[src/logic/phy_event_irq_pkg.sv]
// constants shared by the physical-layer event interrupt group
package phy_event_irq_pkg;

    // bus widths
    localparam int unsigned ADDR_W_DEF   = 8;
    localparam int unsigned DATA_W       = 8;

    // register addresses
    localparam logic [7:0]  ENABLE_ADDR  = 8'h7D;
    localparam logic [7:0]  PEEK_ADDR    = 8'h7E;
    localparam logic [7:0]  CLEAR_ADDR   = 8'h7F;

    // bit positions shared by flags and enables
    localparam int unsigned WAKE_POS     = 5;
    localparam int unsigned LINK_POS     = 4;
    localparam int unsigned JABBER_POS   = 3;
    localparam int unsigned FAIL_POS     = 2;
    localparam int unsigned RSVD_POS     = 1;
    localparam int unsigned DONE_POS     = 0;

    // implemented bits and reset values
    localparam logic [7:0]  FLAG_MASK    = 8'h3D;
    localparam logic [7:0]  ENABLE_RESET = 8'h00;
    localparam logic [7:0]  FLAG_RESET   = 8'h00;
    localparam logic [7:0]  READ_IDLE    = 8'h00;

endpackage : phy_event_irq_pkg

[src/logic/phy_event_irq_status_enable.sv]
// physical-layer event flags, enable register and interrupt request
//
// How it works
// reading the peek register returns the flags and clears none of them
// peek bit 5 shows the wake flag, set by a network connection
// peek bit 4 shows the link-change flag, set on cable connect or remove
// peek bit 3 shows the jabber flag, set when jabber is detected
// peek bit 2 shows the negotiation-fail flag
// peek bit 0 shows the negotiation-done flag
// peek bit 1 always reads zero
// enable bit 4 lets the link-change flag raise the interrupt
// enable bit 3 lets the jabber flag raise the interrupt
// enable bit 2 lets the negotiation-fail flag raise the interrupt
// enable bit 0 lets the negotiation-done flag raise the interrupt
// enable bit 5 lets the wake flag raise the interrupt
// host writes zero to enable bit 1; it always reads zero
// reading the clearing register clears every flag of the group
// bits 7 and 6 of both registers read zero, writes ignored
// interrupt is high while any flag is set with its enable bit
//
// The strobed register port was left to the implementer.
`timescale 1ns/10ps
`default_nettype none

module phy_event_irq_status_enable #(
    parameter int unsigned ADDR_W = phy_event_irq_pkg::ADDR_W_DEF
) (
    // clock and reset
    input  wire logic              sys_clk_i,
    input  wire logic              srst_i,
    // register port
    input  wire logic [ADDR_W-1:0] addr_i,
    input  wire logic [7:0]        wr_data_i,
    input  wire logic              wr_stb_i,
    input  wire logic              rd_stb_i,
    output logic [7:0]             rd_data_o,
    // physical-layer events, same clock
    input  wire logic              wake_event_i,
    input  wire logic              link_change_event_i,
    input  wire logic              jabber_event_i,
    input  wire logic              negotiation_fail_event_i,
    input  wire logic              negotiation_done_event_i,
    // interrupt request
    output logic                   irq_o
);

    // refuse an address too narrow for the register map
    if (ADDR_W < 7) begin : g_addr_check
        $error("ADDR_W too small for the register map");
    end

    // decoded accesses
    logic        en_wr;
    logic        peek_rd;
    logic        clear_rd;
    logic        clear_wr;
    logic [7:0]  sel_data;

    // register state
    logic [7:0]  en_q;
    logic [7:0]  en_d;
    logic [7:0]  flags;
    logic [7:0]  events;
    logic [7:0]  clr_bits;
    logic        irq_q;
    logic        irq_d;

    // addresses at the port width
    localparam logic [ADDR_W-1:0] A_EN =
        ADDR_W'(phy_event_irq_pkg::ENABLE_ADDR);
    localparam logic [ADDR_W-1:0] A_PEEK =
        ADDR_W'(phy_event_irq_pkg::PEEK_ADDR);
    localparam logic [ADDR_W-1:0] A_CLR =
        ADDR_W'(phy_event_irq_pkg::CLEAR_ADDR);

    // write decode
    always_comb begin
        en_wr    = 1'b0;
        clear_wr = 1'b0;
        if (wr_stb_i && addr_i == A_EN) begin
            en_wr = 1'b1;
        end else if (wr_stb_i && addr_i == A_CLR) begin
            clear_wr = 1'b1;
        end
    end

    // read decode
    always_comb begin
        peek_rd  = 1'b0;
        clear_rd = 1'b0;
        if (rd_stb_i && addr_i == A_PEEK) begin
            peek_rd = 1'b1;
        end else if (rd_stb_i && addr_i == A_CLR) begin
            clear_rd = 1'b1;
        end
    end

    // read data select; unmapped addresses answer zero
    always_comb begin
        sel_data = phy_event_irq_pkg::READ_IDLE;
        if (rd_stb_i && addr_i == A_EN) begin
            sel_data = en_q & phy_event_irq_pkg::FLAG_MASK;
        end else if (peek_rd) begin
            // peek returns flags
            sel_data = flags & phy_event_irq_pkg::FLAG_MASK;
        end else if (clear_rd) begin
            sel_data = flags & phy_event_irq_pkg::FLAG_MASK;
        end
    end

    // registered read answer
    read_port #(
        .W          (phy_event_irq_pkg::DATA_W)
    ) u_read_port (
        .sys_clk_i  (sys_clk_i),
        .srst_i     (srst_i),
        .rd_stb_i   (rd_stb_i),
        .sel_data_i (sel_data),
        .rd_data_o  (rd_data_o)
    );

    // gather event inputs into the flag layout
    always_comb begin
        events = 8'h00;
        // wake sets bit
        events[phy_event_irq_pkg::WAKE_POS]   = wake_event_i;
        // link change sets bit
        events[phy_event_irq_pkg::LINK_POS]   = link_change_event_i;
        // jabber sets bit
        events[phy_event_irq_pkg::JABBER_POS] = jabber_event_i;
        // negotiation fail sets bit
        events[phy_event_irq_pkg::FAIL_POS]   = negotiation_fail_event_i;
        // negotiation done sets bit
        events[phy_event_irq_pkg::DONE_POS]   = negotiation_done_event_i;
    end

    // clearing: destructive read clears all, write-one clears chosen bits
    always_comb begin
        clr_bits = 8'h00;
        if (clear_rd) begin
            // destructive read clears
            clr_bits = phy_event_irq_pkg::FLAG_MASK;
        end else if (clear_wr) begin
            clr_bits = wr_data_i & phy_event_irq_pkg::FLAG_MASK;
        end
    end

    // one sticky cell per implemented bit; the rest stay zero
    for (genvar i = 0; i < 8; i++) begin : g_flag
        if (phy_event_irq_pkg::FLAG_MASK[i]) begin : g_cell
            sticky_flag u_flag (
                .sys_clk_i (sys_clk_i),
                .srst_i    (srst_i),
                .set_i     (events[i]),
                .clr_i     (clr_bits[i]),
                .flag_o    (flags[i])
            );
        end else begin : g_zero
            // reserved flag zero
            assign flags[i] = 1'b0;
        end
    end

    // enable next value: only implemented bits are stored
    always_comb begin
        en_d = en_q;
        if (en_wr) begin
            // bit 1 never stored
            // upper bits dropped
            en_d = wr_data_i & phy_event_irq_pkg::FLAG_MASK;
        end
    end

    // enable register
    always_ff @(posedge sys_clk_i) begin
        if (srst_i) begin
            en_q <= phy_event_irq_pkg::ENABLE_RESET;
        end else begin
            // link enable stored
            // jabber enable stored
            // fail enable stored
            // done enable stored
            // wake enable stored
            en_q <= en_d;
        end
    end

    // interrupt request from flags gated by enables
    always_comb begin
        // gated flag request
        irq_d = |(flags & en_q & phy_event_irq_pkg::FLAG_MASK);
    end

    // registered interrupt output
    always_ff @(posedge sys_clk_i) begin
        if (srst_i) begin
            irq_q <= 1'b0;
        end else begin
            irq_q <= irq_d;
        end
    end

    assign irq_o = irq_q;
endmodule // phy_event_irq_status_enable

`default_nettype wire

[src/logic/read_port.sv]
// read data register, valid only in the cycle after a read strobe
`timescale 1ns/10ps
`default_nettype none

module read_port #(
    parameter int unsigned W = 8
) (
    // clock and reset
    input  wire logic         sys_clk_i,
    input  wire logic         srst_i,
    // selected data
    input  wire logic         rd_stb_i,
    input  wire logic [W-1:0] sel_data_i,
    // registered answer
    output logic [W-1:0]      rd_data_o
);

    logic [W-1:0] rd_data_q;

    // capture on a strobe, return to zero otherwise
    always_ff @(posedge sys_clk_i) begin
        if (srst_i) begin
            rd_data_q <= '0;
        end else if (rd_stb_i) begin
            rd_data_q <= sel_data_i;
        end else begin
            rd_data_q <= '0;
        end
    end

    assign rd_data_o = rd_data_q;

endmodule // read_port

`default_nettype wire

[src/logic/sticky_flag.sv]
// one sticky event flag, set wins over clear
`timescale 1ns/10ps
`default_nettype none

module sticky_flag (
    // clock and reset
    input  wire logic sys_clk_i,
    input  wire logic srst_i,
    // set and clear
    input  wire logic set_i,
    input  wire logic clr_i,
    // flag state
    output logic      flag_o
);

    logic flag_q;

    // an event in the clearing cycle keeps the flag set
    always_ff @(posedge sys_clk_i) begin
        if (srst_i) begin
            flag_q <= 1'b0;
        end else if (set_i) begin
            flag_q <= 1'b1;
        end else if (clr_i) begin
            flag_q <= 1'b0;
        end
    end

    assign flag_o = flag_q;

endmodule // sticky_flag

`default_nettype wire

[config.mk]
export PLATFORM = sky130hd
export DESIGN_NAME = phy_event_irq_status_enable
export DESIGN_NICKNAME = d
export VERILOG_FILES = /design/src/logic/phy_event_irq_pkg.sv /design/src/logic/phy_event_irq_status_enable.sv /design/src/logic/read_port.sv /design/src/logic/sticky_flag.sv
export SDC_FILE = /design/constraint.sdc
export NUM_CORES = 1
export LEC_CHECK = 0
export BUFFER_PORTS_ARGS = -buffer_cell sky130_fd_sc_hd__buf_2
export CORE_UTILIZATION = 33
export CTS_CLUSTER_SIZE = 28
export DETAILED_ROUTE_END_ITERATION = 12
export PLACE_DENSITY = 0.61
export REMOVE_ABC_BUFFERS = 1
export SLEW_MARGIN = 25
export SYNTH_ARGS = -nofsm -noshare
export SYNTH_HDL_FRONTEND = slang
export SYNTH_SLANG_ARGS = --single-unit
[constraint.sdc]
create_clock -name sys_clk_i -period 1.2 [get_ports sys_clk_i]
set_input_delay 0.12 -clock sys_clk_i [delete_from_list [all_inputs] [get_ports sys_clk_i]]
set_output_delay 0.12 -clock sys_clk_i [all_outputs]
set_load 0.01 [all_outputs]
---- Yosys cells after proc, flatten, opt, wreduce, memory -nomap -nowiden ----
Index checks and enable logic that the tools add are counted.
operators by class
  add/sub/neg operators ................... 0
  $mul .................................... 0
  divide/modulo/power cells ............... 0
  $lt $le $gt $ge ......................... 0
  equal/unequal tests ..................... 3
  shifts and indexed selects .............. 0
  muxes and demuxes ....................... 21
  bitwise logic cells ..................... 2
  reduce and logical (&&, ||, !) cells .... 13
operators with widths
  cell                                                  number
  2-to-1 mux 6 bit                                      5
  equality test 8 x 7 -> 1 bit (second input constant)  3
  2-to-1 mux 1 bit                                      16
  nonzero test 2 bit                                    5
  bitwise AND 6 bit                                     1
  logical AND 1 bit                                     5
  OR reduction 5 bit                                    1
  OR reduction 4 bit                                    1
  OR reduction 2 bit                                    1
  NOT 1 bit                                             1
word-level totals
  register bits ........................... 19
  latch bits .............................. 0
  RAM bits ................................ 0
  ROM bits ................................ 0
  input bits .............................. 25
  output and inout port bits .............. 9
  logic and storage cells ................. 48
  memories ................................ 0

---- Longest topological paths before layout ----
Gate-level depths: netlist (run 1).
  depth after elaboration ................. 8
  depth in mapped cells ................... 3

---- Hierarchy ----
A second synthesis (run 1) with hierarchy kept.
unflattened totals
  cell total of the unflattened synthesis .. 92
  area total of the unflattened synthesis .. 869.6 µm²
modules (own cells, without submodules)
  module                       times used  cells each  area an instance (µm²)
  phy_event_irq_status_enable  1           56          445.4
  read_port                    1           16          230.2
  sticky_flag                  5           4           38.8

---- Least setup slack after synthesis (run 1) ----
Ideal clock, no wire load.
  kind .................................... input -> register
  start ................................... input addr_i[7]
  end ..................................... register g_flag[0].g_cell.u_flag.flag_q
  setup time .............................. 0.144 ns
  data arrival time ....................... 0.817 ns
  slack ................................... 0.239 ns
  stages .................................. 3
  buffers on the path ..................... 0
  cell sequence ........................... nand4b_4 > nor3_1 > a211oi_1
on the way
  cells in the longest elaborated chain, start to end .. 7
  elaborated cells on any way between the ends .. 14
  those cells by class .................... 3 x eq/ne; 6 x mux; 5 x reduce/logical
RTL lines
  element                           RTL line                                                              RTL
  from (decl)                       phy_event_irq_status_enable.sv:32                                     input wire logic [ADDR_W-1:0] addr_i,
  equality test 8 x 7 -> 1 bit      phy_event_irq_status_enable.sv:82, phy_event_irq_status_enable.sv:93
  logical AND 1 bit                 phy_event_irq_status_enable.sv:82                                     end else if (wr_stb_i && addr_i == A_CLR) begin
  2-to-1 mux 1 bit                  phy_event_irq_status_enable.sv:82
  2-to-1 mux 1 bit                  phy_event_irq_status_enable.sv:80                                     if (wr_stb_i && addr_i == A_EN) begin
  2-to-1 mux 6 bit                  phy_event_irq_status_enable.sv:143                                    end else if (clear_wr) begin
  2-to-1 mux 6 bit (*)              phy_event_irq_status_enable.sv:140                                    if (clear_rd) begin
  nonzero test 2 bit (no line) (*)  --
  to (signal assigned)              sticky_flag.sv:21                                                     flag_q <= 1'b0;
  to (signal assigned)              sticky_flag.sv:23                                                     flag_q <= 1'b1;
  to (signal assigned)              sticky_flag.sv:25                                                     flag_q <= 1'b0;
  to (decl)                         sticky_flag.sv:16                                                     logic flag_q;
Mark *: on every way between the ends. The rest lies on a longest branch, timed or not.
A chain may end at the register's enable or synchronous reset.

---- Final worst setup path (run 1) ----
  start ................................... register g_flag[5].g_cell.u_flag.flag_q
  end ..................................... register irq_q (netlist: irq_o)
on the way
  cells in the longest elaborated chain, start to end .. 2
RTL lines
  element                 RTL line                            RTL
  from (decl)             sticky_flag.sv:16
  from (signal assigned)  sticky_flag.sv:21
  from (signal assigned)  sticky_flag.sv:23
  from (signal assigned)  sticky_flag.sv:25
  bitwise AND 6 bit       phy_event_irq_status_enable.sv:191  irq_d = |(flags & en_q & phy_event_irq_pkg::FLAG_MASK);
  OR reduction 5 bit      phy_event_irq_status_enable.sv:191
  to (signal assigned)    phy_event_irq_status_enable.sv:199  irq_q <= irq_d;
  to (decl)               phy_event_irq_status_enable.sv:65   logic irq_q;
Every way passes these cells.

==> impl_metrics.py, run 1 <==
metrics = {
    "power_and_ir_drop": {
        "design_power_total_mw": 1.02,
        "max_ir_drop_vdd_mv": 0.641,
        "cellPowerDensity_nw_per_um2": 1080,
        "power.leakage_nw": 0.409,
    },
    "floorplan": {
        "initial_utilization_pct": 36.0,
        "top_level_ports": 34,
        "chip_height_um": 49.0,
        "die_w_um": 49.0,
        "design.core.area_um2": 2020,
        "std_cell_rows": 16,
        "full_die_area_um2": 2400,
    },
    "detailed_routing": {
        "drt-vias-per-instance": 4.76,
        "route.detailed.wl_per_inst_um": 11.3,
        "wl_um": 1510,
        "drt_drc_violations_left": 0,
        "route.antenna.remaining_nets": 0,
        "detailedRoute.firstPassIterationCount": 4,
        "drt_iter0_drcs": 14,
        "dr_total_vias": 633,
    },
    "flow_run": {
        "drv.max_cap_violation_count": 0,
    },
    "yosys": {
        "synth_area_um2": 728,
        "synth_cell_type_count": 19,
        "synth.avg_cell_area_um2": 9.84,
        "postSynthCellCount": 74,
        "ys_seq_area_share_pct": 44.0,
        "synth-warning-count": 0,
        "ys_seq_elements": 16,
    },
    "clocking": {
        "clk_root_buf": "sky130_fd_sc_hd__clkbuf_4",
        "post_cts_resize_count": 0,
        "clk_pin_slew_worst_paths_ns": 0.09,
        "clock_path_buffers": 2,
        "post_cts_hold_buffer_count": 0,
        "post_cts.repair.setup_buffers": 0,
        "tritoncts": "built",
        "worst_skew_pair.late_latency_ns": 0.28,
        "cts_htree_levels": 1,
        "clock-sinks": 16,
        "tritoncts.num_buffers": 3,
    },
    "finish": {
        "antenna-diode-count": 0,
        "layout.nets": 132,
        "layout.cells.most_common_list": "27 x sky130_fd_sc_hd__buf_2, 16 x sky130_fd_sc_hd__dfxtp_1, 10 x sky130_fd_sc_hd__nor2_1, 10 x sky130_fd_sc_hd__nand2b_1, 6 x sky130_fd_sc_hd__a21oi_1",
        "final_util_pct": 46.3,
        "area_growth_pct": 28.7,
        "final_cell_area_um2": 937,
        "post_route_cells_drive_above_1_share_pct": 35.8,
        "mostFrequentLayoutCell": "sky130_fd_sc_hd__buf_2",
    },
    "placed_design": {
        "dp.final_hpwl_um": 1160,
        "dpl-instance-area_um2": 901,
        "place.gp.congestion": 0.748,
        "portBuffers": 27,
    },
    "global_routing": {
        "grt_pass1_vias": 530,
        "global_route.overflow_total": 0,
        "wire_length_of_the_first_global_routing_pass_um": 2390,
        "grt_use_total_pct": 13.7,
        "antenna_found_initial": 0,
        "pin_count_of_the_biggest_net_entering_global_routing": 17,
    },
    "sta": {
        "final_hold_viol_count": 0,
        "achievable-frequency_ghz": 1.08,
        "slew_violations": 0,
        "timing.final.crit_period_ns": 0.929,
        "grt_setup_unrepaired": "no",
        "timing.final.setup_violations": 0,
        "skew_ns": 0.00406,
        "layout_worst_path_cycle_share_pct": 77.4,
        "totalNegativeSetupSlack_ns": 0,
    },
    "worst_setup_path": {
        "worst-setup-path-type": "flop to flop",
        "critical_path.cell_chain": "a222oi_1 > a21oi_1",
        "critical_path.slowest_cell": "sky130_fd_sc_hd__a222oi_1",
        "critical_path_max_stage_delay_ns": 0.37,
        "start_kind": "flop",
        "worstPathBufferInverterCount": 0,
        "critPathRequiredTime_ns": 1.36,
        "critical_path.top_delay_family": "compound AO/OA/AOI/OAI gates",
        "critical_path_arrival_ns": 1.09,
        "critPathMaxFanout": 3,
        "nature_of_the_critical_path_endpoint": "flop",
    },
    "status": {
        "outcome": "finished, final reports clean",
    },
    "min_path": {
        "min_path_type": "primary input to flop",
    },
}
-- synthesized netlist by cell type (all sizes together) --
library cell | instances | area share (%)
dfxtp | 16 | 44
nand2b | 10 | 8.6
nor2 | 10 | 5.2
a21oi | 6 | 4.1
a211oi | 5 | 5.2
a22o | 5 | 6.0
mux2i | 5 | 6.9
nor3 | 4 | 5.7
buf | 3 | 3.1
nand2 | 2 | 1.0
nand3b | 2 | 2.1
a222oi | 1 | 1.4
a22oi | 1 | 1.0
clkbuf | 1 | 0.51
conb | 1 | 0.51
nand4b | 1 | 3.3
nand4bb | 1 | 1.5
-- flip-flops by register name (all words and copies together), names as in the netlist --
register	cells
en_q	5
g_flag.g_cell.u_flag.flag_o	5
u_read_port.rd_data_o	5
irq_o	1
-- metal layers --
layer	track usage [%]	routed length, um	part of all wire (%)
met4	4.41	13	0.86
met1	17.2	753	50
met5	0	0	0
met3	5.61	82	5.4
met2	21.1	660	44
-- worst min-delay path, delay by kind of cell --
family                 cells  cell delay (ns)
buffers and inverters      1             0.10
and+or+nand+nor            1             0.06
muxes                      1             0.06
-- final timing paths --
check	slack [ns]	startpoint	cells past startpoint	to
setup / recovery	0.27	g_flag[5].g_cell.u_flag.flag_o$_SDFFE_PP0P_	2	irq_o$_SDFF_PP0_
hold / removal	0.09	wr_data_i[0]	3	en_q[0]$_SDFFE_PP0P_
setup reg to reg	0.27	g_flag[5].g_cell.u_flag.flag_o$_SDFFE_PP0P_	2	irq_o$_SDFF_PP0_
hold reg to reg	0.50	en_q[3]$_SDFFE_PP0P_	2	en_q[3]$_SDFFE_PP0P_
-- cell type report --
type                    count  area (um2)
well taps                  27        33.8
repair buffers             30         158
clock buffers               4        36.3
fillers                   203        1080
multi-input cells          56         389
flip-flops and latches     16         320
-- cells by family (layout without fill, tap and decap cells) --
| family | count (synthesis) | in the layout | share of synthesized area, % |
|---|---|---|---|
| simple gates | 30 | 30 | 27.3 |
| compound gates | 18 | 18 | 17.7 |
| flops | 16 | 16 | 44.0 |
| mux | 5 | 5 | 6.87 |
| buf+inv | 4 | 34 | 3.61 |
| other cells | 1 | 3 | 0.515 |
-- through the flow --
stage / hold WS, ns / worst slack (ns) / std cells
floorplan: 0.189 / 0.239 / 72
global placement: 0.398 / 0.109 / 129
detailed placement: 0.397 / 0.0897 / 129
CTS: 0.0827 / 0.264 / 133
global route: 0.0796 / 0.223 / 133
finish: 0.0907 / 0.271 / 133
-- report_power, final --
| part | switching [mW] | internal [mW] |
|---|---|---|
| sequential | 0.0100 | 0.543 |
| combinational | 0.0565 | 0.0551 |
| clock | 0.166 | 0.185 |
| total | 0.232 | 0.783 |
Note: power is estimated with default switching activity, not from simulation.
==> inputs of run 2 (changes only) <==
--- a/config.mk
+++ b/config.mk
@@ -5,11 +5,12 @@
 export SDC_FILE = /design/constraint.sdc
 export NUM_CORES = 1
 export LEC_CHECK = 0
+export ABC_AREA = 1
 export BUFFER_PORTS_ARGS = -buffer_cell sky130_fd_sc_hd__buf_2
 export CORE_UTILIZATION = 33
 export CTS_CLUSTER_SIZE = 28
 export DETAILED_ROUTE_END_ITERATION = 12
-export PLACE_DENSITY = 0.61
+export PLACE_DENSITY = 0.63
 export REMOVE_ABC_BUFFERS = 1
 export SLEW_MARGIN = 25
 export SYNTH_ARGS = -nofsm -noshare
==> constraint.sdc (replaced) <==
create_clock -name sys_clk_i -period 0.8 [get_ports sys_clk_i]
set_input_delay 0.08 -clock sys_clk_i [delete_from_list [all_inputs] [get_ports sys_clk_i]]
set_output_delay 0.08 -clock sys_clk_i [all_outputs]
set_load 0.01 [all_outputs]
==> run 2 against run 1 <==
  * The flow now finishes with violations (setup timing)
  * Critical path depth shrank 1
  * Design area up 6.5%
  * Total power grew 52%
  * Core utilization rose by 3.5 points
  * Non-clock buffer count grew 4
  * Sequential cell count stayed put
  * Worst hold slack got worse by 0.078 ns
  * First-iteration DRC count down 21%
  * Synthesized cell count increased by 34%
  * Count of clock-buffer cells in the layout unchanged
==> impl_metrics.py, run 2 <==
metrics = {
    "placed_design": {
        "dp.final_hpwl_um": 1320,
        "pre_cts_slack_ns": -0.212,
        "placedCellCount": 157,
        "place.gp.congestion": 0.774,
        "dpl-instance-area_um2": 912,
        "portBuffers": 27,
    },
    "worst_setup_path": {
        "worstPathBufferInverterCount": 1,
        "critical_path.slowest_cell": "sky130_fd_sc_hd__dfxtp_1",
        "worst-setup-path-type": "flop to output port",
        "critPathRequiredTime_ns": 0.72,
        "r2r.worst_path.cells": 4,
        "critical_path_arrival_ns": 0.72,
        "critical_path.cell_chain": "buf_2",
        "nature_of_the_critical_path_endpoint": "output port",
        "regToRegEndpoint": "irq_o$_SDFF_PP0_",
        "critical_path_max_stage_delay_ns": 0.32,
        "path_depth": 1,
        "critical_path.top_delay_family": "flip-flops",
        "rr_startpoint": "g_flag[0].g_cell.u_flag.flag_o$_SDFFE_PP0P_",
        "start_kind": "flop",
        "register_to_register_path_setup_slack_ns": 0.04,
        "critPathMaxFanout": 1,
    },
    "finish": {
        "antenna-diode-count": 0,
        "final_cell_area_um2": 998,
        "area_growth_pct": 39.3,
        "layout.nets": 161,
        "post_route_cells_drive_above_1_share_pct": 36.3,
        "post_layout_nonfiller_instances": 162,
        "layout.cells.most_common_list": "25 x sky130_fd_sc_hd__buf_2, 15 x sky130_fd_sc_hd__dfxtp_1, 13 x sky130_fd_sc_hd__nor2_1",
        "mostFrequentLayoutCell": "sky130_fd_sc_hd__buf_2",
        "final_util_pct": 49.9,
    },
    "yosys": {
        "synth_common_cells": "16 x sky130_fd_sc_hd__dfxtp_1, 14 x sky130_fd_sc_hd__nand2_1, 14 x sky130_fd_sc_hd__nor2_1",
        "synth_enable_flop_cells": 0,
        "synth_area_leaders": "sky130_fd_sc_hd__dfxtp_1 45%, sky130_fd_sc_hd__a21oi_1 7.7%, sky130_fd_sc_hd__nand2_1 7.3%",
        "synth.avg_cell_area_um2": 7.24,
        "synth.top_cell.area_share_pct": 44.7,
        "post-synth-top-area-cell": "sky130_fd_sc_hd__dfxtp_1",
        "synth_cell_type_count": 17,
        "synthFlopType": "sky130_fd_sc_hd__dfxtp_1",
        "synth_area_um2": 717,
        "post_synth_mux_area_share_pct": 0,
        "postSynthCellCount": 99,
        "yosys.area_share.simple_pct": 31.4,
        "ys_seq_elements": 16,
        "synth-warning-count": 0,
        "main_combinational_cell_family_by_area_after_synthesis": "simple AND/OR/NAND/NOR gates",
        "ys_seq_area_share_pct": 44.7,
        "synth-compound-area-share_pct": 13.4,
        "yosysMostFrequentCell": "sky130_fd_sc_hd__dfxtp_1",
        "synthArstFlopShare_pct": 0,
        "yosys.area_share.adder_pct": 0,
        "synth_xor_xnor_area_share_pct": 0,
    },
    "min_path": {
        "hold_depth": 3,
        "min_path_type": "primary input to flop",
        "min_delay_worst_endpoint": "g_flag[4].g_cell.u_flag.flag_o$_SDFFE_PP0P_",
        "worst_hold_startpoint": "link_change_event_i",
    },
    "flow_run": {
        "drv.max_cap_violation_count": 0,
    },
    "detailed_routing": {
        "route.detailed.wl_per_inst_um": 10.3,
        "dr_total_vias": 740,
        "drt_iter0_drcs": 11,
        "wl_um": 1680,
        "drt_drc_violations_left": 0,
        "drt-vias-per-instance": 4.57,
        "route.antenna.remaining_nets": 0,
        "detailedRoute.firstPassIterationCount": 4,
    },
    "sta": {
        "final.setup.worst_slack_ns": -0.00140,
        "timing.final.crit_period_ns": 0.801,
        "timing.hold.ws_ns": 0.0126,
        "achievable-frequency_ghz": 1.25,
        "slew_violations": 0,
        "totalNegativeSetupSlack_ns": -0.00279,
        "timing.final.setup_violations": 3,
        "skew_ns": 0.00632,
        "grt_setup_unrepaired": "yes",
        "final_hold_viol_count": 0,
        "layout_worst_path_cycle_share_pct": 100,
    },
    "global_routing": {
        "wire_length_of_the_first_global_routing_pass_um": 2860,
        "grt_pass1_vias": 684,
        "grt_use_total_pct": 16.1,
        "global_route.overflow_total": 0,
        "pin_count_of_the_biggest_net_entering_global_routing": 10,
        "antenna_found_initial": 0,
    },
    "floorplan": {
        "chip_height_um": 48.6,
        "full_die_area_um2": 2360,
        "std_cell_rows": 16,
        "die_w_um": 48.6,
        "initial_utilization_pct": 35.8,
        "design.core.area_um2": 2000,
        "top_level_ports": 34,
    },
    "clocking": {
        "clock_path_buffers": 2,
        "cts_htree_levels": 1,
        "tritoncts": "built",
        "clk_root_buf": "sky130_fd_sc_hd__clkbuf_4",
        "clock-sinks": 16,
        "clk_pin_slew_worst_paths_ns": 0.10,
        "worst_skew_pair.late_latency_ns": 0.29,
        "tritoncts.num_buffers": 3,
    },
    "power_and_ir_drop": {
        "power.leakage_nw": 0.472,
        "design_power_total_mw": 1.54,
        "max_ir_drop_vdd_mv": 0.952,
        "cellPowerDensity_nw_per_um2": 1550,
    },
    "status": {
        "violations": "setup timing",
        "outcome": "finished, violations left",
    },
}
run 2: cell count changes after synthesis, sizes merged, moves of 3 or more:
cell    delta
inv       +12
nand2     +13
a22o       -5
nor3       -3
nor2       +5
nand4      +5
a21oi      +5
a211oi     -5
mux2i      -5
nand2b    -10
o21ai      +7
nand3     +11
run 2: how the worst max path moves through the flow:
| stage | startpoint | end | slack (ns) |
|---|---|---|---|
| after global routing | u_read_port.rd_data_o[5]$_SDFF_PP0_ | rd_data_o[5] | -0.05 |
| after CTS | u_read_port.rd_data_o[2]$_SDFF_PP0_ | rd_data_o[2] | -0.02 |
| after detailed placement | addr_i[7] | g_flag[2].g_cell.u_flag.flag_o$_SDFFE_PP0P_ | -0.21 |
| after floorplan | addr_i[5] | u_read_port.rd_data_o[4]$_SDFF_PP0_ | -0.06 |
| after global placement | addr_i[7] | g_flag[2].g_cell.u_flag.flag_o$_SDFFE_PP0P_ | -0.18 |
| final | u_read_port.rd_data_o[5]$_SDFF_PP0_ | rd_data_o[5] | -0.001 |
run 2: metal layers:
layer / up-vias / track usage [%] / routed length, um / share of wire (%)
met5: - / 0 / 0 / 0
met3: 0 / 5.66 / 65 / 3.9
li1: 391 / - / - / -
met2: 16 / 28.2 / 893 / 53
met4: 0 / 5.88 / 0 / 0
met1: 333 / 17.8 / 716 / 43
run 2: cells by family after synthesis:
group,count (synthesis)
flip-flops,16
AND/OR/NAND/NOR,47
buffers and inverters,16
other,1
AO/OA/AOI/OAI,19
run 2: repair_timing:
| action | CTS | global route |
|---|---|---|
| hold buffers | 0 | 1 |
| pin swaps | 0 | 4 |
| gates resized for setup | 0 | 13 |
| gates cloned | 0 | 0 |
| endpoints found under the hold margin | 0 | 1 |
| buffers inserted | 0 | 0 |
| setup endpoints to repair | 6 | 13 |
run 2: cell type report:
cell class | instances | area (um2)
fillers | 218 | 1000
multi-input cells | 69 | 353
flip-flops and latches | 16 | 322
repair buffers | 34 | 206
inverters | 12 | 47.5
clock buffers | 4 | 36.3
well taps | 27 | 33.8
run 2: tightest hold or removal path: stages:
cell and delay [ns]:
sky130_fd_sc_hd__buf_2 0.09, sky130_fd_sc_hd__inv_1 0.04, sky130_fd_sc_hd__a21oi_1 0.05
run 2: report_power, final:
part           switching, mW  internal (mW)
Combinational         0.0906         0.0831
Sequential            0.0181          0.815
Clock                  0.259          0.277
Total                  0.368           1.18
==> inputs of run 3 (changes only) <==
--- a/config.mk
+++ b/config.mk
@@ -10,9 +10,10 @@
 export CORE_UTILIZATION = 33
 export CTS_CLUSTER_SIZE = 28
 export DETAILED_ROUTE_END_ITERATION = 12
-export PLACE_DENSITY = 0.63
+export PLACE_DENSITY = 0.59
 export REMOVE_ABC_BUFFERS = 1
 export SLEW_MARGIN = 25
 export SYNTH_ARGS = -nofsm -noshare
 export SYNTH_HDL_FRONTEND = slang
+export SYNTH_HIERARCHICAL = 1
 export SYNTH_SLANG_ARGS = --single-unit
==> run 3 against run 2 <==
  * Fmax decreased by 4.0%
  * Design area increased by 45%
  * The run still ends with setup timing left
  * Critical path type unchanged
  * Synthesized cell count increased by 54%
  * Sequential share of layout area decreased by 5.1 points
==> impl_metrics.py, run 3 <==
metrics = {
    "worst_setup_path": {
        "critPathMaxFanout": 1,
        "nature_of_the_critical_path_endpoint": "output port",
        "critPathRequiredTime_ns": 0.72,
        "start_kind": "flop",
        "cp-endpoint": "rd_data_o[0]",
        "critical_path.cell_chain": "buf_2",
        "r2r.worst_path.cells": 4,
        "worst-setup-path-type": "flop to output port",
        "critical_path.slowest_cell": "sky130_fd_sc_hd__dfxtp_1",
        "register_to_register_path_setup_slack_ns": -0.01,
        "critical_path_arrival_ns": 0.75,
        "worstPathBufferInverterCount": 1,
        "critical_path.top_delay_family": "flip-flops",
        "path_depth": 1,
        "regToRegEndpoint": "irq_o$_SDFF_PP0_",
        "critical_path_max_stage_delay_ns": 0.31,
        "rr_startpoint": "g_flag[2].g_cell.u_flag/flag_o$_SDFFE_PP0P_",
        "crit_start": "u_read_port/rd_data_o[0]$_SDFF_PP0_",
    },
    "power_and_ir_drop": {
        "clkPwrFrac_pct": 28.9,
        "design_power_total_mw": 1.78,
        "power_switching_share_pct": 27.8,
        "cellPowerDensity_nw_per_um2": 1230,
        "power.leakage_nw": 0.784,
        "max_ir_drop_vdd_mv": 0.621,
        "pwr-share-comb_pct": 15.3,
        "total_switching_power_mw": 0.495,
        "seqPwrFrac_pct": 55.8,
        "internal_power_mw": 1.29,
    },
    "detailed_routing": {
        "wl_um": 2270,
        "route.antenna.remaining_nets": 0,
        "detailedRoute.firstPassIterationCount": 4,
        "drt-vias-per-instance": 4.21,
        "drt_iter0_drcs": 32,
        "drt_drc_violations_left": 0,
        "route.detailed.wl_per_inst_um": 9.24,
        "dr_total_vias": 1035,
    },
    "sta": {
        "timing.hold.ws_ns": 0.0113,
        "layout_worst_path_cycle_share_pct": 104,
        "final_hold_viol_count": 0,
        "timing.final.setup_violations": 10,
        "skew_ns": 0.0128,
        "grt_setup_unrepaired": "yes",
        "timing.final.crit_period_ns": 0.835,
        "slew_violations": 0,
        "achievable-frequency_ghz": 1.20,
        "final.setup.worst_slack_ns": -0.0348,
    },
    "floorplan": {
        "top_level_ports": 34,
        "chip_height_um": 58.4,
        "full_die_area_um2": 3410,
        "std_cell_rows": 20,
        "design.core.area_um2": 3030,
        "initial_utilization_pct": 34.7,
        "die_w_um": 58.4,
    },
    "global_routing": {
        "antenna_found_initial": 0,
        "grt_use_total_pct": 15.1,
        "global_route.overflow_total": 0,
        "wire_length_of_the_first_global_routing_pass_um": 3910,
        "grt_pass1_vias": 954,
        "pin_count_of_the_biggest_net_entering_global_routing": 12,
    },
    "clocking": {
        "clock-sinks": 19,
        "clock_path_buffers": 2,
        "worst_skew_pair.late_latency_ns": 0.31,
        "tritoncts.num_buffers": 3,
        "cts_htree_levels": 1,
        "clk_root_buf": "sky130_fd_sc_hd__clkbuf_4",
        "tritoncts": "built",
        "clk_pin_slew_worst_paths_ns": 0.12,
    },
    "yosys": {
        "ys_seq_area_share_pct": 36.2,
        "synth_area_um2": 1050,
        "synth.top_cell.area_share_pct": 36.2,
        "postSynthCellCount": 152,
        "synth-warning-count": 6,
        "ys_seq_elements": 19,
        "yosysMostFrequentCell": "sky130_fd_sc_hd__inv_1",
        "synth_enable_flop_cells": 0,
        "synth_cell_type_count": 17,
        "synthArstFlopShare_pct": 0,
        "synth_area_leaders": "sky130_fd_sc_hd__dfxtp_1 36%, sky130_fd_sc_hd__inv_1 14%, sky130_fd_sc_hd__nand2_1 13%",
        "post-synth-top-area-cell": "sky130_fd_sc_hd__dfxtp_1",
        "synth.avg_cell_area_um2": 6.91,
        "synth_common_cells": "38 x sky130_fd_sc_hd__inv_1, 36 x sky130_fd_sc_hd__nand2_1, 19 x sky130_fd_sc_hd__dfxtp_1",
        "synthFlopType": "sky130_fd_sc_hd__dfxtp_1",
    },
    "status": {
        "outcome": "finished, violations left",
        "violations": "setup timing",
    },
    "min_path": {
        "min_path_type": "primary input to flop",
    },
    "placed_design": {
        "place.gp.congestion": 0.840,
        "portBuffers": 30,
        "dp.final_hpwl_um": 1820,
    },
    "finish": {
        "antenna-diode-count": 0,
        "layout.nets": 228,
        "largest_register_ff_count": 8,
        "fill_cells": 301,
        "mostFrequentLayoutCell": "sky130_fd_sc_hd__inv_1",
        "ff_latch_area_um2": 394,
        "post_route_cells_drive_above_1_share_pct": 37.1,
        "multi_input_area_um2": 533,
        "layout.cells.most_common_list": "37 x sky130_fd_sc_hd__inv_1, 32 x sky130_fd_sc_hd__nand2_1, 30 x sky130_fd_sc_hd__buf_2",
        "area_growth_pct": 38.3,
    },
    "flow_run": {
        "drv.max_cap_violation_count": 0,
    },
}
## run 3: cells by family (layout without fill, tap and decap cells)
family,count (synthesis),count (layout),synth area share [%]
and+or+nand+nor,86,86,43.6
buffers and inverters,40,88,15.1
DFF,19,19,36.2
AOI/OAI and AO/OA,6,6,4.65
other,1,3,0.357
## run 3: power groups by stage
stage	combinational [mW]	sequential, mW	clock (mW)
finish	0.272	0.995	0.515
global placement	0.241	1.01	0
CTS	0.264	0.996	0.542
floorplan	0.110	1.01	0
detailed placement	0.246	1.01	0
global route	0.300	0.999	0.569
## run 3: metal layers
layer  wire length (um)  part of all wire [%]  vias to the layer above  GRT usage, %
met1               1090                    48                      446          18.5
met4                 32                   1.4                        0          6.12
met2               1060                    46                       30          26.3
met3                 94                   4.1                        3          2.64
met5                  0                     0                        -             0
li1                   -                     -                      556             -
## run 3: timing repair
item                                   4_1_cts  5_1_grt
endpoints found under the hold margin        3        0
setup buffers                                2        2
pin swaps                                    3       12
cloned                                       0        0
setup endpoints to repair                   12       19
hold buffers                                 3        0
resized for setup                            7        9
## run 3: metrics by stage
| step | utilization (%) | std cells | setup TNS [ns] | cell area, um2 | worst slack [ns] |
|---|---|---|---|---|---|
| 2_1_floorplan | - | 152 | -1.34 | 1040 | -0.193 |
| 3_3_place_gp | 43.8 | 235 | -3.37 | 1330 | -0.253 |
| 3_5_place_dp | 43.8 | 235 | -3.66 | 1330 | -0.268 |
| 4_1_cts | 46.5 | 244 | -0.368 | 1410 | -0.0439 |
| 5_1_grt | 47.9 | 246 | -0.632 | 1450 | -0.0766 |
| 6_report | 47.9 | 246 | -0.186 | 1450 | -0.0348 |
## run 3: final cells by class
cell class,count,area share [%]
Timing Repair Buffer,46,20.6
Clock inverter,1,0.345
Tap cell,44,3.79
Multi-Input combinational cell,95,36.7
Inverter,38,9.83
Sequential cell,19,27.2
Clock buffer,3,1.55
## run 3: worst min path at each step
stage                     depth (start not counted)                                           to                     start
after floorplan                                   1  g_flag[0].g_cell.u_flag/flag_o$_SDFFE_PP0P_                    srst_i
after CTS                                         3  g_flag[0].g_cell.u_flag/flag_o$_SDFFE_PP0P_  negotiation_done_event_i
after detailed placement                          3  g_flag[4].g_cell.u_flag/flag_o$_SDFFE_PP0P_       link_change_event_i
final                                             3  g_flag[0].g_cell.u_flag/flag_o$_SDFFE_PP0P_  negotiation_done_event_i
after global placement                            3  g_flag[2].g_cell.u_flag/flag_o$_SDFFE_PP0P_  negotiation_fail_event_i
after global routing                              3  g_flag[5].g_cell.u_flag/flag_o$_SDFFE_PP0P_              wake_event_i
